$ cat src/inc/tmc_defines.vh
// Register offsets, field positions, reset values and timing constants of the transmit config bank.
`ifndef TMC_DEFINES_VH
`define TMC_DEFINES_VH

// ----------------------------------------------------------------------------
// Register indices, byte address is four times the index
// ----------------------------------------------------------------------------
`define TMC_IDX_POWER        7'h6D
`define TMC_IDX_RATE_HI      7'h6E
`define TMC_IDX_RATE_LO      7'h6F
`define TMC_IDX_LINE_CODE    7'h70
`define TMC_IDX_MOD_SEL      7'h71
`define TMC_IDX_DEV_LO       7'h72
`define TMC_IDX_OFS_LO       7'h73
`define TMC_IDX_OFS_HI       7'h74
`define TMC_IDX_BAND         7'h75
`define TMC_IDX_STATUS       7'h7F

// ----------------------------------------------------------------------------
// Reset values
// ----------------------------------------------------------------------------
`define TMC_RST_POWER        2'h3
`define TMC_RST_RATE_HI      8'h0A
`define TMC_RST_RATE_LO      8'h0D
`define TMC_RST_LINE_CODE    6'h00
`define TMC_RST_MOD_SEL      8'h00
`define TMC_RST_DEV_LO       8'h20
`define TMC_RST_OFS_LO       8'h00
`define TMC_RST_OFS_HI       2'h0
`define TMC_RST_BAND         1'h0

// ----------------------------------------------------------------------------
// Field positions
// ----------------------------------------------------------------------------
`define TMC_LC_SCALE         5
`define TMC_LC_PH_PWDN       4
`define TMC_LC_PRE_POL       3
`define TMC_LC_MAN_INV       2
`define TMC_LC_MAN_EN        1
`define TMC_LC_WHITE_EN      0
`define TMC_MS_CLK_HI        7
`define TMC_MS_CLK_LO        6
`define TMC_MS_SRC_HI        5
`define TMC_MS_SRC_LO        4
`define TMC_MS_DATA_INV      3
`define TMC_MS_DEV_MSB       2
`define TMC_MS_TYPE_HI       1
`define TMC_MS_TYPE_LO       0

// ----------------------------------------------------------------------------
// Encodings
// ----------------------------------------------------------------------------
`define TMC_CLK_NONE         2'h0
`define TMC_CLK_GPIO         2'h1
`define TMC_CLK_SDO          2'h2
`define TMC_CLK_IRQ          2'h3
`define TMC_SRC_GPIO         2'h0
`define TMC_SRC_SDI          2'h1
`define TMC_SRC_FIFO         2'h2
`define TMC_SRC_PN9          2'h3
`define TMC_MOD_CW           2'h0
`define TMC_MOD_OOK          2'h1
`define TMC_MOD_FSK          2'h2
`define TMC_MOD_GFSK         2'h3

// ----------------------------------------------------------------------------
// Timing
// ----------------------------------------------------------------------------
`define TMC_BASE_RATE_KBPS   1000
`define TMC_CLK_MHZ          25

`endif

$ cat src/rtl/tmc_regs.v
// Transmit modulation configuration registers with a small transmit bit path.
//
// Functional notes
// Two-bit power code picks output level, 11 highest, 00 lowest.
// Power code resets to 11; upper bits of that register read zero.
// Rate is 1000 times rate word over 2^16, or 2^21 with scale set.
// Rate word resets to 0x0A0D, giving about 39.3 kbps.
// Host should set the scale bit below 30 kbps.
// Packet handler powers down in low power when its bit is set.
// Manchester preamble is all ones or all zeros by polarity bit.
// Manchester inversion bit inverts symbol polarity.
// Manchester enable bit encodes the data path.
// Whitening enable bit whitens the data stream.
// Clock routing: none, general pin, serial out, interrupt pin.
// Source: general pin, serial in while select high, FIFO, PN9.
// Data inversion bit inverts transmit and receive data.
// Type: carrier, OOK, FSK, GFSK; GFSK direct needs a clock route.
// Deviation is 625 Hz times 9-bit value, top bit in modulation select.
// Deviation low resets to 0x20, modulation select to zero.
// Host keeps modulation index between 1 and 32.
// Offset is 10-bit two's complement, step scales with band select.
// Offset reads return the last frequency correction result.
// Band select chooses high range and doubles the offset step.
// Reserved bits read zero and ignore writes.
//
// The Avalon-MM interface to the registers was decided locally.
`timescale 1ns/1ps
`default_nettype none
`include "tmc_defines.vh"

module tmc_regs #(
    parameter RATE_LOG2_FAST = 16,
    parameter RATE_LOG2_SLOW = 21
) (
    input  wire        clk,
    input  wire        rst_b,
    input  wire [8:0]  avs_address,
    input  wire        avs_read,
    input  wire        avs_write,
    input  wire [31:0] avs_writedata,
    input  wire [3:0]  avs_byteenable,
    output reg  [31:0] avs_readdata,
    output reg         avs_waitrequest,
    input  wire        low_power_mode,
    input  wire        preamble_phase,
    input  wire        tx_data_gpio,
    input  wire        serial_in_pin,
    input  wire        chip_select_pin,
    input  wire        tx_data_fifo,
    input  wire        rx_data_raw,
    input  wire [9:0]  afc_result,
    output reg  [1:0]  power_code,
    output reg         packet_handler_on,
    output reg         whitening_on,
    output reg  [1:0]  modulation_type,
    output reg  [8:0]  deviation_value,
    output reg  [9:0]  offset_value,
    output reg         high_band,
    output reg         tx_bit_tick,
    output reg         tx_symbol,
    output reg         rx_data_out,
    output reg         clk_on_gpio,
    output reg         clk_on_serial_out_pin,
    output reg         clk_on_interrupt_pin,
    output reg         config_error
);

    reg [1:0]  power_reg;
    reg [7:0]  rate_hi_reg;
    reg [7:0]  rate_lo_reg;
    reg [5:0]  line_code_reg;
    reg [7:0]  mod_sel_reg;
    reg [7:0]  dev_lo_reg;
    reg [7:0]  ofs_lo_reg;
    reg [1:0]  ofs_hi_reg;
    reg        band_reg;
    reg        ack_reg;
    reg [20:0] phase_reg;
    reg        half_reg;
    reg [31:0] rdata_next;
    reg        src_bit;
    reg        coded;
    reg [21:0] phase_sum;

    wire [6:0]  idx     = avs_address[8:2];
    wire        wr_en   = avs_write && ack_reg && avs_byteenable[0];
    wire [7:0]  wd      = avs_writedata[7:0];
    wire [15:0] rate_w  = {rate_hi_reg, rate_lo_reg};
    wire        scale   = line_code_reg[`TMC_LC_SCALE];
    wire        man_en  = line_code_reg[`TMC_LC_MAN_EN];
    wire [1:0]  clk_sel = mod_sel_reg[`TMC_MS_CLK_HI:`TMC_MS_CLK_LO];
    wire [1:0]  src_sel = mod_sel_reg[`TMC_MS_SRC_HI:`TMC_MS_SRC_LO];
    wire        pn_bit;

    // ------------------------------------------------------------------------
    // Internal sequence source.
    // ------------------------------------------------------------------------
    tmc_pn9 u_pn9 (
        .clk     (clk),
        .rst_b   (rst_b),
        .step    (tx_bit_tick),
        .bit_out (pn_bit)
    );

    // ------------------------------------------------------------------------
    // Bus slave: one wait state, writes land on the acknowledge edge.
    // ------------------------------------------------------------------------
    always @(posedge clk or negedge rst_b) begin
        if (!rst_b) begin
            ack_reg         <= 1'b0;
            avs_waitrequest <= 1'b1;
        end else begin
            ack_reg         <= (avs_read || avs_write) && !ack_reg;
            avs_waitrequest <= !((avs_read || avs_write) && !ack_reg);
        end
    end

    always @(posedge clk or negedge rst_b) begin
        if (!rst_b) begin
            power_reg     <= `TMC_RST_POWER;
            rate_hi_reg   <= `TMC_RST_RATE_HI;
            rate_lo_reg   <= `TMC_RST_RATE_LO;
            line_code_reg <= `TMC_RST_LINE_CODE;
            mod_sel_reg   <= `TMC_RST_MOD_SEL;
            dev_lo_reg    <= `TMC_RST_DEV_LO;
            ofs_lo_reg    <= `TMC_RST_OFS_LO;
            ofs_hi_reg    <= `TMC_RST_OFS_HI;
            band_reg      <= `TMC_RST_BAND;
        end else if (wr_en) begin
            case (idx)
                `TMC_IDX_POWER:     power_reg     <= wd[1:0];
                `TMC_IDX_RATE_HI:   rate_hi_reg   <= wd;
                `TMC_IDX_RATE_LO:   rate_lo_reg   <= wd;
                `TMC_IDX_LINE_CODE: line_code_reg <= wd[5:0];
                `TMC_IDX_MOD_SEL:   mod_sel_reg   <= wd;
                `TMC_IDX_DEV_LO:    dev_lo_reg    <= wd;
                `TMC_IDX_OFS_LO:    ofs_lo_reg    <= wd;
                `TMC_IDX_OFS_HI:    ofs_hi_reg    <= wd[1:0];
                `TMC_IDX_BAND:      band_reg      <= wd[0];
                default: begin
                end
            endcase
        end
    end

    always @* begin
        rdata_next = 32'h0000_0000;
        case (idx)
            `TMC_IDX_POWER:     rdata_next[1:0] = power_reg;
            `TMC_IDX_RATE_HI:   rdata_next[7:0] = rate_hi_reg;
            `TMC_IDX_RATE_LO:   rdata_next[7:0] = rate_lo_reg;
            `TMC_IDX_LINE_CODE: rdata_next[5:0] = line_code_reg;
            `TMC_IDX_MOD_SEL:   rdata_next[7:0] = mod_sel_reg;
            `TMC_IDX_DEV_LO:    rdata_next[7:0] = dev_lo_reg;
            `TMC_IDX_OFS_LO:    rdata_next[7:0] = afc_result[7:0];
            `TMC_IDX_OFS_HI:    rdata_next[1:0] = afc_result[9:8];
            `TMC_IDX_BAND:      rdata_next[0]   = band_reg;
            `TMC_IDX_STATUS:    rdata_next[0]   = config_error;
            default:            rdata_next      = 32'h0000_0000;
        endcase
    end

    always @(posedge clk or negedge rst_b) begin
        if (!rst_b) begin
            avs_readdata <= 32'h0000_0000;
        end else if (avs_read && !ack_reg) begin
            avs_readdata <= rdata_next;
        end
    end

    // ------------------------------------------------------------------------
    // Bit clock: a phase accumulator adds the rate word every cycle.
    // ------------------------------------------------------------------------
    always @* begin
        phase_sum = {1'b0, phase_reg} + {6'h00, rate_w};
    end

    always @(posedge clk or negedge rst_b) begin
        if (!rst_b) begin
            phase_reg   <= 21'h000000;
            tx_bit_tick <= 1'b0;
        end else if (scale) begin
            phase_reg   <= phase_sum[RATE_LOG2_SLOW-1:0];
            tx_bit_tick <= phase_sum[RATE_LOG2_SLOW];
        end else begin
            phase_reg   <= {5'h00, phase_sum[RATE_LOG2_FAST-1:0]};
            tx_bit_tick <= phase_sum[RATE_LOG2_FAST];
        end
    end

    // ------------------------------------------------------------------------
    // Transmit data path: source, inversion, line coding.
    // ------------------------------------------------------------------------
    always @* begin
        case (src_sel)
            `TMC_SRC_GPIO: src_bit = tx_data_gpio;
            `TMC_SRC_SDI:  src_bit = chip_select_pin & serial_in_pin;
            `TMC_SRC_FIFO: src_bit = tx_data_fifo;
            `TMC_SRC_PN9:  src_bit = pn_bit;
            default:       src_bit = 1'b0;
        endcase
        src_bit = src_bit ^ mod_sel_reg[`TMC_MS_DATA_INV];
        if (man_en && preamble_phase) begin
            coded = line_code_reg[`TMC_LC_PRE_POL];
        end else if (man_en) begin
            coded = src_bit ^ half_reg ^ line_code_reg[`TMC_LC_MAN_INV];
        end else begin
            coded = src_bit;
        end
    end

    always @(posedge clk or negedge rst_b) begin
        if (!rst_b) begin
            half_reg    <= 1'b0;
            tx_symbol   <= 1'b0;
            rx_data_out <= 1'b0;
        end else begin
            if (tx_bit_tick) begin
                half_reg  <= man_en ? ~half_reg : 1'b0;
                tx_symbol <= coded;
            end
            rx_data_out <= rx_data_raw ^ mod_sel_reg[`TMC_MS_DATA_INV];
        end
    end

    // ------------------------------------------------------------------------
    // Configuration outputs.
    // ------------------------------------------------------------------------
    always @(posedge clk or negedge rst_b) begin
        if (!rst_b) begin
            power_code            <= `TMC_RST_POWER;
            packet_handler_on     <= 1'b1;
            whitening_on          <= 1'b0;
            modulation_type       <= `TMC_MOD_CW;
            deviation_value       <= {1'b0, `TMC_RST_DEV_LO};
            offset_value          <= 10'h000;
            high_band             <= 1'b0;
            clk_on_gpio           <= 1'b0;
            clk_on_serial_out_pin <= 1'b0;
            clk_on_interrupt_pin  <= 1'b0;
            config_error          <= 1'b0;
        end else begin
            power_code        <= power_reg;
            packet_handler_on <= !(line_code_reg[`TMC_LC_PH_PWDN] && low_power_mode);
            whitening_on      <= line_code_reg[`TMC_LC_WHITE_EN];
            modulation_type   <= mod_sel_reg[`TMC_MS_TYPE_HI:`TMC_MS_TYPE_LO];
            deviation_value   <= {mod_sel_reg[`TMC_MS_DEV_MSB], dev_lo_reg};
            offset_value      <= {ofs_hi_reg, ofs_lo_reg};
            high_band         <= band_reg;
            clk_on_gpio           <= (clk_sel == `TMC_CLK_GPIO);
            clk_on_serial_out_pin <= (clk_sel == `TMC_CLK_SDO);
            clk_on_interrupt_pin  <= (clk_sel == `TMC_CLK_IRQ);
            config_error <= (clk_sel == `TMC_CLK_NONE) &&
                            (mod_sel_reg[1:0] == `TMC_MOD_GFSK) &&
                            !src_sel[1];
        end
    end

endmodule // tmc_regs

`default_nettype wire

$ cat src/rtl/tmc_pn9.v
// Nine-bit pseudo-random sequence generator for the internal modulation source.
`timescale 1ns/1ps
`default_nettype none

module tmc_pn9 (
    input  wire clk,
    input  wire rst_b,
    input  wire step,
    output reg  bit_out
);

    reg [8:0] lfsr_reg;

    // ------------------------------------------------------------------------
    // Shift register, polynomial x^9 + x^5 + 1.
    // ------------------------------------------------------------------------
    always @(posedge clk or negedge rst_b) begin
        if (!rst_b) begin
            lfsr_reg <= 9'h1FF;
            bit_out  <= 1'b1;
        end else if (step) begin
            lfsr_reg <= {lfsr_reg[7:0], lfsr_reg[8] ^ lfsr_reg[4]};
            bit_out  <= lfsr_reg[8];
        end
    end

endmodule // tmc_pn9

`default_nettype wire

$ cat config.mk
export PLATFORM = sky130hd
export DESIGN_NAME = tmc_regs
export DESIGN_NICKNAME = d
export VERILOG_FILES = /design/src/rtl/tmc_regs.v /design/src/rtl/tmc_pn9.v
export VERILOG_INCLUDE_DIRS = /design/src /design/src/inc
export SDC_FILE = /design/constraint.sdc
export NUM_CORES = 1
export LEC_CHECK = 0
export ABC_AREA = 0
export BUFFER_PORTS_ARGS = -buffer_cell sky130_fd_sc_hd__buf_2
export CORE_MARGIN = 2
export CORE_UTILIZATION = 54
export CTS_CLUSTER_SIZE = 10
export DETAILED_ROUTE_END_ITERATION = 6
export GPL_TIMING_DRIVEN = 0
export PLACE_DENSITY = 0.89
export REMOVE_ABC_BUFFERS = 1
export SYNTH_ARGS = -nofsm -noshare
export SYNTH_HDL_FRONTEND = slang
export SYNTH_SLANG_ARGS = --single-unit
$ cat constraint.sdc
create_clock -name clk -period 3.4 [get_ports clk]
set_clock_uncertainty 0.1 [all_clocks]
set_input_delay 0.17 -clock clk [delete_from_list [all_inputs] [get_ports clk]]
set_output_delay 0.17 -clock clk [all_outputs]
set_load 0.05 [all_outputs]
# Word level (Yosys, flattened, before mapping)

Cells that the tools add are included.
Widths: inputs -> output; s select.

Bits in read-only memories: 0
Memory bits (writable): 0
Bits of input ports: 66
Output and inout port bits: 66
Latch bits: 0
Memories kept: 0
Logic and storage cells: 89
Flip-flop bits (word level): 126

Order comparisons: 0
Mux-type cells: 10
Multipliers: 0
$add $sub $neg: 1
Reduce and logical (&&, ||, !) cells: 24
Equality and inequality tests: 17
Divide/modulo/power cells: 0
Bitwise logic cells: 7
Shift operators: 0

Operators with widths:

| cell               | number |
|---|---|
| $eq 7x7->1 const B | 10 |
| $pmux 4 s6         | 1 |
| $add 21x16->22     | 1 |
| $mux 21            | 1 |
| $reduce_and 2->1   | 9 |
| $eq 2x2->1 const B | 5 |
| $pmux 1 s10        | 1 |
| $pmux 2 s5         | 1 |
| $logic_and 1x1->1  | 8 |
| $pmux 1 s8         | 1 |
| $xor 1x1->1        | 5 |
| $eq 2x1->1 const B | 2 |
| $logic_not 1->1    | 4 |
| $logic_not 2->1    | 2 |
| $mux 1             | 4 |
| $pmux 1 s4         | 1 |
| $and 1x1->1        | 1 |
| $logic_or 1x1->1   | 1 |
| $not 1->1          | 1 |

# Depth between registers and ports, before layout

Word-level depth: 7
Gate-level depth with buffers: 8
Depth with buffers taken out: 8

# By module

From an unflattened synthesis, not the netlist that was laid out.

Cell total of the unflattened synthesis: 434
Area total of the unflattened synthesis: 5764.3 um2

Modules (own cells, without submodules):

| module   | sequential area each (um2) | cells each | times used | area each (um2) |
|---|---|---|---|---|
| tmc_regs | 2919.0                     | 411        | 1          | 5341.4 |
| tmc_pn9  | 262.8                      | 23         | 1          | 422.9 |

# Worst setup path after synthesis

Ideal clock, no wire load.

Path type: reg2reg
Start: register rate_lo_reg[0]
End: register tx_bit_tick
Library setup time: 0.121 ns
Arrival: 2.196 ns
Stages on the path, launching flop included: 9
Slack: 0.983 ns
Path through: dfstp_2 -> ha_1 -> fa_1 -> a21o_1 -> a221o_1 -> a32oi_2 -> o21ai_2 -> xor2_1 -> a22o_1

Cells in the longest elaborated chain, start to end: 2

RTL lines:

| item                   | line           | source |
|---|---|---|
| start, declared        | tmc_regs.v:70  | `reg [7:0] rate_lo_reg;` |
| start signal, assigned | tmc_regs.v:122 | `` rate_lo_reg <= `TMC_RST_RATE_LO; `` |
| start signal, assigned | tmc_regs.v:133 | `` `TMC_IDX_RATE_LO: rate_lo_reg <= wd; `` |
| $add 21x16->22         | tmc_regs.v:175 | `phase_sum = {1'b0, phase_reg} + {6'h00, rate_w};` |
| $mux 1                 | tmc_regs.v:182 | `end else if (scale) begin` |
| end signal, assigned   | tmc_regs.v:184 | `tx_bit_tick <= phase_sum[RATE_LOG2_SLOW];` |
| end signal, assigned   | tmc_regs.v:187 | `tx_bit_tick <= phase_sum[RATE_LOG2_FAST];` |
| end, declared          | tmc_regs.v:59  | `output reg tx_bit_tick,` |

Every way passes these cells.
A chain may end at the register's enable or synchronous reset.

# Worst setup path in the final report

Start: register rate_lo_reg[1]
End: register tx_bit_tick

The elaborated chain is that of the path after synthesis.

==> metrics <==
Max VDD drop 0.000334 V; setup_tns 0 ps; DRC 0; unrepaired setup endpoints after global routing no; gr usage total 24.7%; endpoints failing hold 0; worst path bufs/invs 0; die footprint 11400 um^2; fraction of layout cells with a size suffix above 1 between 30 and 40%; CTS Buf Count 17; Die Span X 107 um; combinational fraction of design power 15.0%; TritonCTS clock tree done; Reg2Reg Setup Slack approximately 700 ps; Synth async-reset ratio 100%; placed cell count 650; Critical Path RT 3720 ps; core area 10300 um^2; Pwr Density between 600 and 700 nW/um^2; Max Transition Viols Final 0; clock share of power between 40% and 50%; via count a little over 4000; Final Setup Violations 0; clock root buffer master clkbuf_8; distinct cell type count after synthesis 57; Tmin final 2680 ps; clk slew on worst S/H paths around 60 ps; Yosys warning total 0; relative slew slack 53.2%; clk sinks 126; Worst path max stage delay 540 ps; largest net degree at the start of global routing 95; Post-Route WL 13.4 mm; initial DRC count between 200 and 300; Post-synth EDFFs 0; Initial DRT Pass Iterations 5; f_max 373 MHz; P&R area growth vs syn 21.7%; first-pass GRT wire length 20.9 mm; vias in the first global route 4020; Critical Path AT 3000 ps; Routed Antenna Nets 0; Crit Path Max Fanout 6; initial antenna violation count 0; Lkg Pwr 0.00350 uW; WL met3 769 um; M1 WL around 5.3 mm; Mapped Cells 445; grt ovf 0; # Post-CTS Setup Buffers 0; num rows 37; sequential power share 40.4%; final net count 631; Port Buffer Count 78; Die Y 107 um; routed wl met2 6.71 mm; Ports ~130; highest routed layer met4; vias per inst 5.79; DP HPWL 8.80 mm; CTS H-tree lvls 4; clk_lat worst skew 540 ps; status complete, no violations; global placer's final weighted congestion between 0.9 and 1; Mapped Area 5710 um^2; crit share post-route 78.9%; internal cell power 3070 uW; max cap viols 0; Starting Density between 50% and 60%; Hold Crit Class in -> reg; Net Sw Frac 27.3%; max FFs per register 21; Worst path slowest cell a311oi_1; register area share after synthesis 55.7%; Mapped Avg Cell Area 12.8 um^2; slew of the pin with the lowest slew margin around 700 ps; WL/cell approximately 19 um; CP top delay family compound AO/OA/AOI/OAI gates; flops & latches, synth 126; Setup crit end kind flop; Setup Crit Path Kind reg -> reg; worst-path cell chain ha_1, a21oi_1, nor2_1, a311oi_1, o21ai_1, a41o_1, a22o_1; Post-synth top flop dfrtp_1; clk buf depth 2; post-route insts no fill 697; switching power 1150 uW; # diodes 0; startpoint types flop
[cells in the final DEF, fill, tap and decap left out, types with 9 or more instances in the layout]
cell type,synthesis,routed
buf_2,2,77
o21ai_0,19,19
ha_1,16,16
clkbuf_16,0,16
nand3_1,9,9
dlygate4sd3_1,0,14
xnor2_1,10,10
dfstp_2,23,23
conb_1,1,24
nand2_1,25,25
mux2_2,58,58
a21oi_1,18,18
dfrtp_1,103,103
inv_1,12,12
nor2_1,16,16
[synthesized netlist by cell type (6+ instances only)]
| master | n | share of area, % |
|---|---|---|
| nand3_1 | 9 | 0.79 |
| dfrtp_1 | 103 | 45 |
| mux2i_1 | 6 | 1.1 |
| xor2_1 | 8 | 1.2 |
| nor2_1 | 16 | 1.1 |
| o21ai_0 | 19 | 1.7 |
| mux4_2 | 7 | 2.8 |
| inv_1 | 12 | 0.79 |
| a21oi_1 | 18 | 1.6 |
| a21o_1 | 8 | 1.1 |
| mux2_2 | 58 | 11 |
| xnor2_1 | 10 | 1.5 |
| buf_4 | 25 | 3.3 |
| nand2_1 | 25 | 1.6 |
| nand4_1 | 7 | 0.77 |
| dfstp_2 | 23 | 11 |
| ha_1 | 16 | 3.5 |
[worst paths after layout]
check                                     from                end  cells after the start
worst min register to register    power_reg[0]      power_code[0]                      0
worst max register to register  rate_lo_reg[1]        tx_bit_tick                      7
worst min-delay path             afc_result[8]    avs_readdata[0]                      5
worst max-delay path            rate_lo_reg[1]        tx_bit_tick                      7
min in group asynchronous                rst_b     rate_hi_reg[3]                      2
max in group asynchronous                rst_b  u_pn9.lfsr_reg[1]                      3
[what timing repair did]
action,4_1_cts,5_1_grt
gates resized for setup,0,0
hold buffers,15,0
hold endpoints to repair,161,0
[worst reg2reg max path: stages, from the launching register on]
cell	delay [ps]
dfrtp_1	430
ha_1	310
a21oi_1	210
nor2_1	70
a311oi_1	540
o21ai_1	360
a41o_1	330
a22o_1	220
[power groups by stage]
stage                     logic [uW]  clock network (uW)  registers, uW
after floorplan                  385                   0           1760
after global placement           562                   0           1720
after detailed placement         605                   0           1730
after CTS                        627                1900           1710
after global routing             688                1980           1720
final                            633                1880           1700
[cell families (layout without fill, tap and decap cells)]
logic type / count (synthesis) / after routing / share of synthesized area [%]
xor+xnor: 18 / 18 / 2.76
buf+inv: 45 / 138 / 4.78
compound gates: 75 / 75 / 8.70
simple gates: 91 / 91 / 8.66
flops: 126 / 126 / 55.7
mux: 72 / 72 / 15.5
other cells: 1 / 24 / 0.0657
fa+ha+maj: 17 / 17 / 3.86
[metrics by stage]
| step | cell area, um^2 | setup slack (ps) | power (uW) | hold WS (ps) | util, % |
|---|---|---|---|---|---|
| 6_report | 6950 | 717 | 4220 | 48.5 | 67.6 |
| 3_5_place_dp | 6160 | 766 | 2330 | -17.7 | 60.0 |
| 4_1_cts | 6950 | 730 | 4230 | 36.1 | 67.6 |
| 2_1_floorplan | 5570 | 983 | 2150 | -226 | - |
| 5_1_grt | 6950 | 557 | 4380 | 69.9 | 67.6 |
| 3_3_place_gp | 6130 | 599 | 2280 | 197 | 59.6 |
[routing by layer]
metal / up-vias / GRT usage (%)
met5: - / 0
met3: 49 / 6.26
met4: 0 / 13.0
met2: 212 / 41.3
li1: 1764 / -
met1: 2010 / 29.5
[cell type report]
type                       count  area [um^2]
multi-input combinational    297         2340
fill                         673         3330
inverter                      12         45.0
sequential                   126         3180
timing repair buffer          94          584
clock buffer                  19          432
clock inverter                13          191
tap                          136          170
Power figures use the tool's default switching activity.
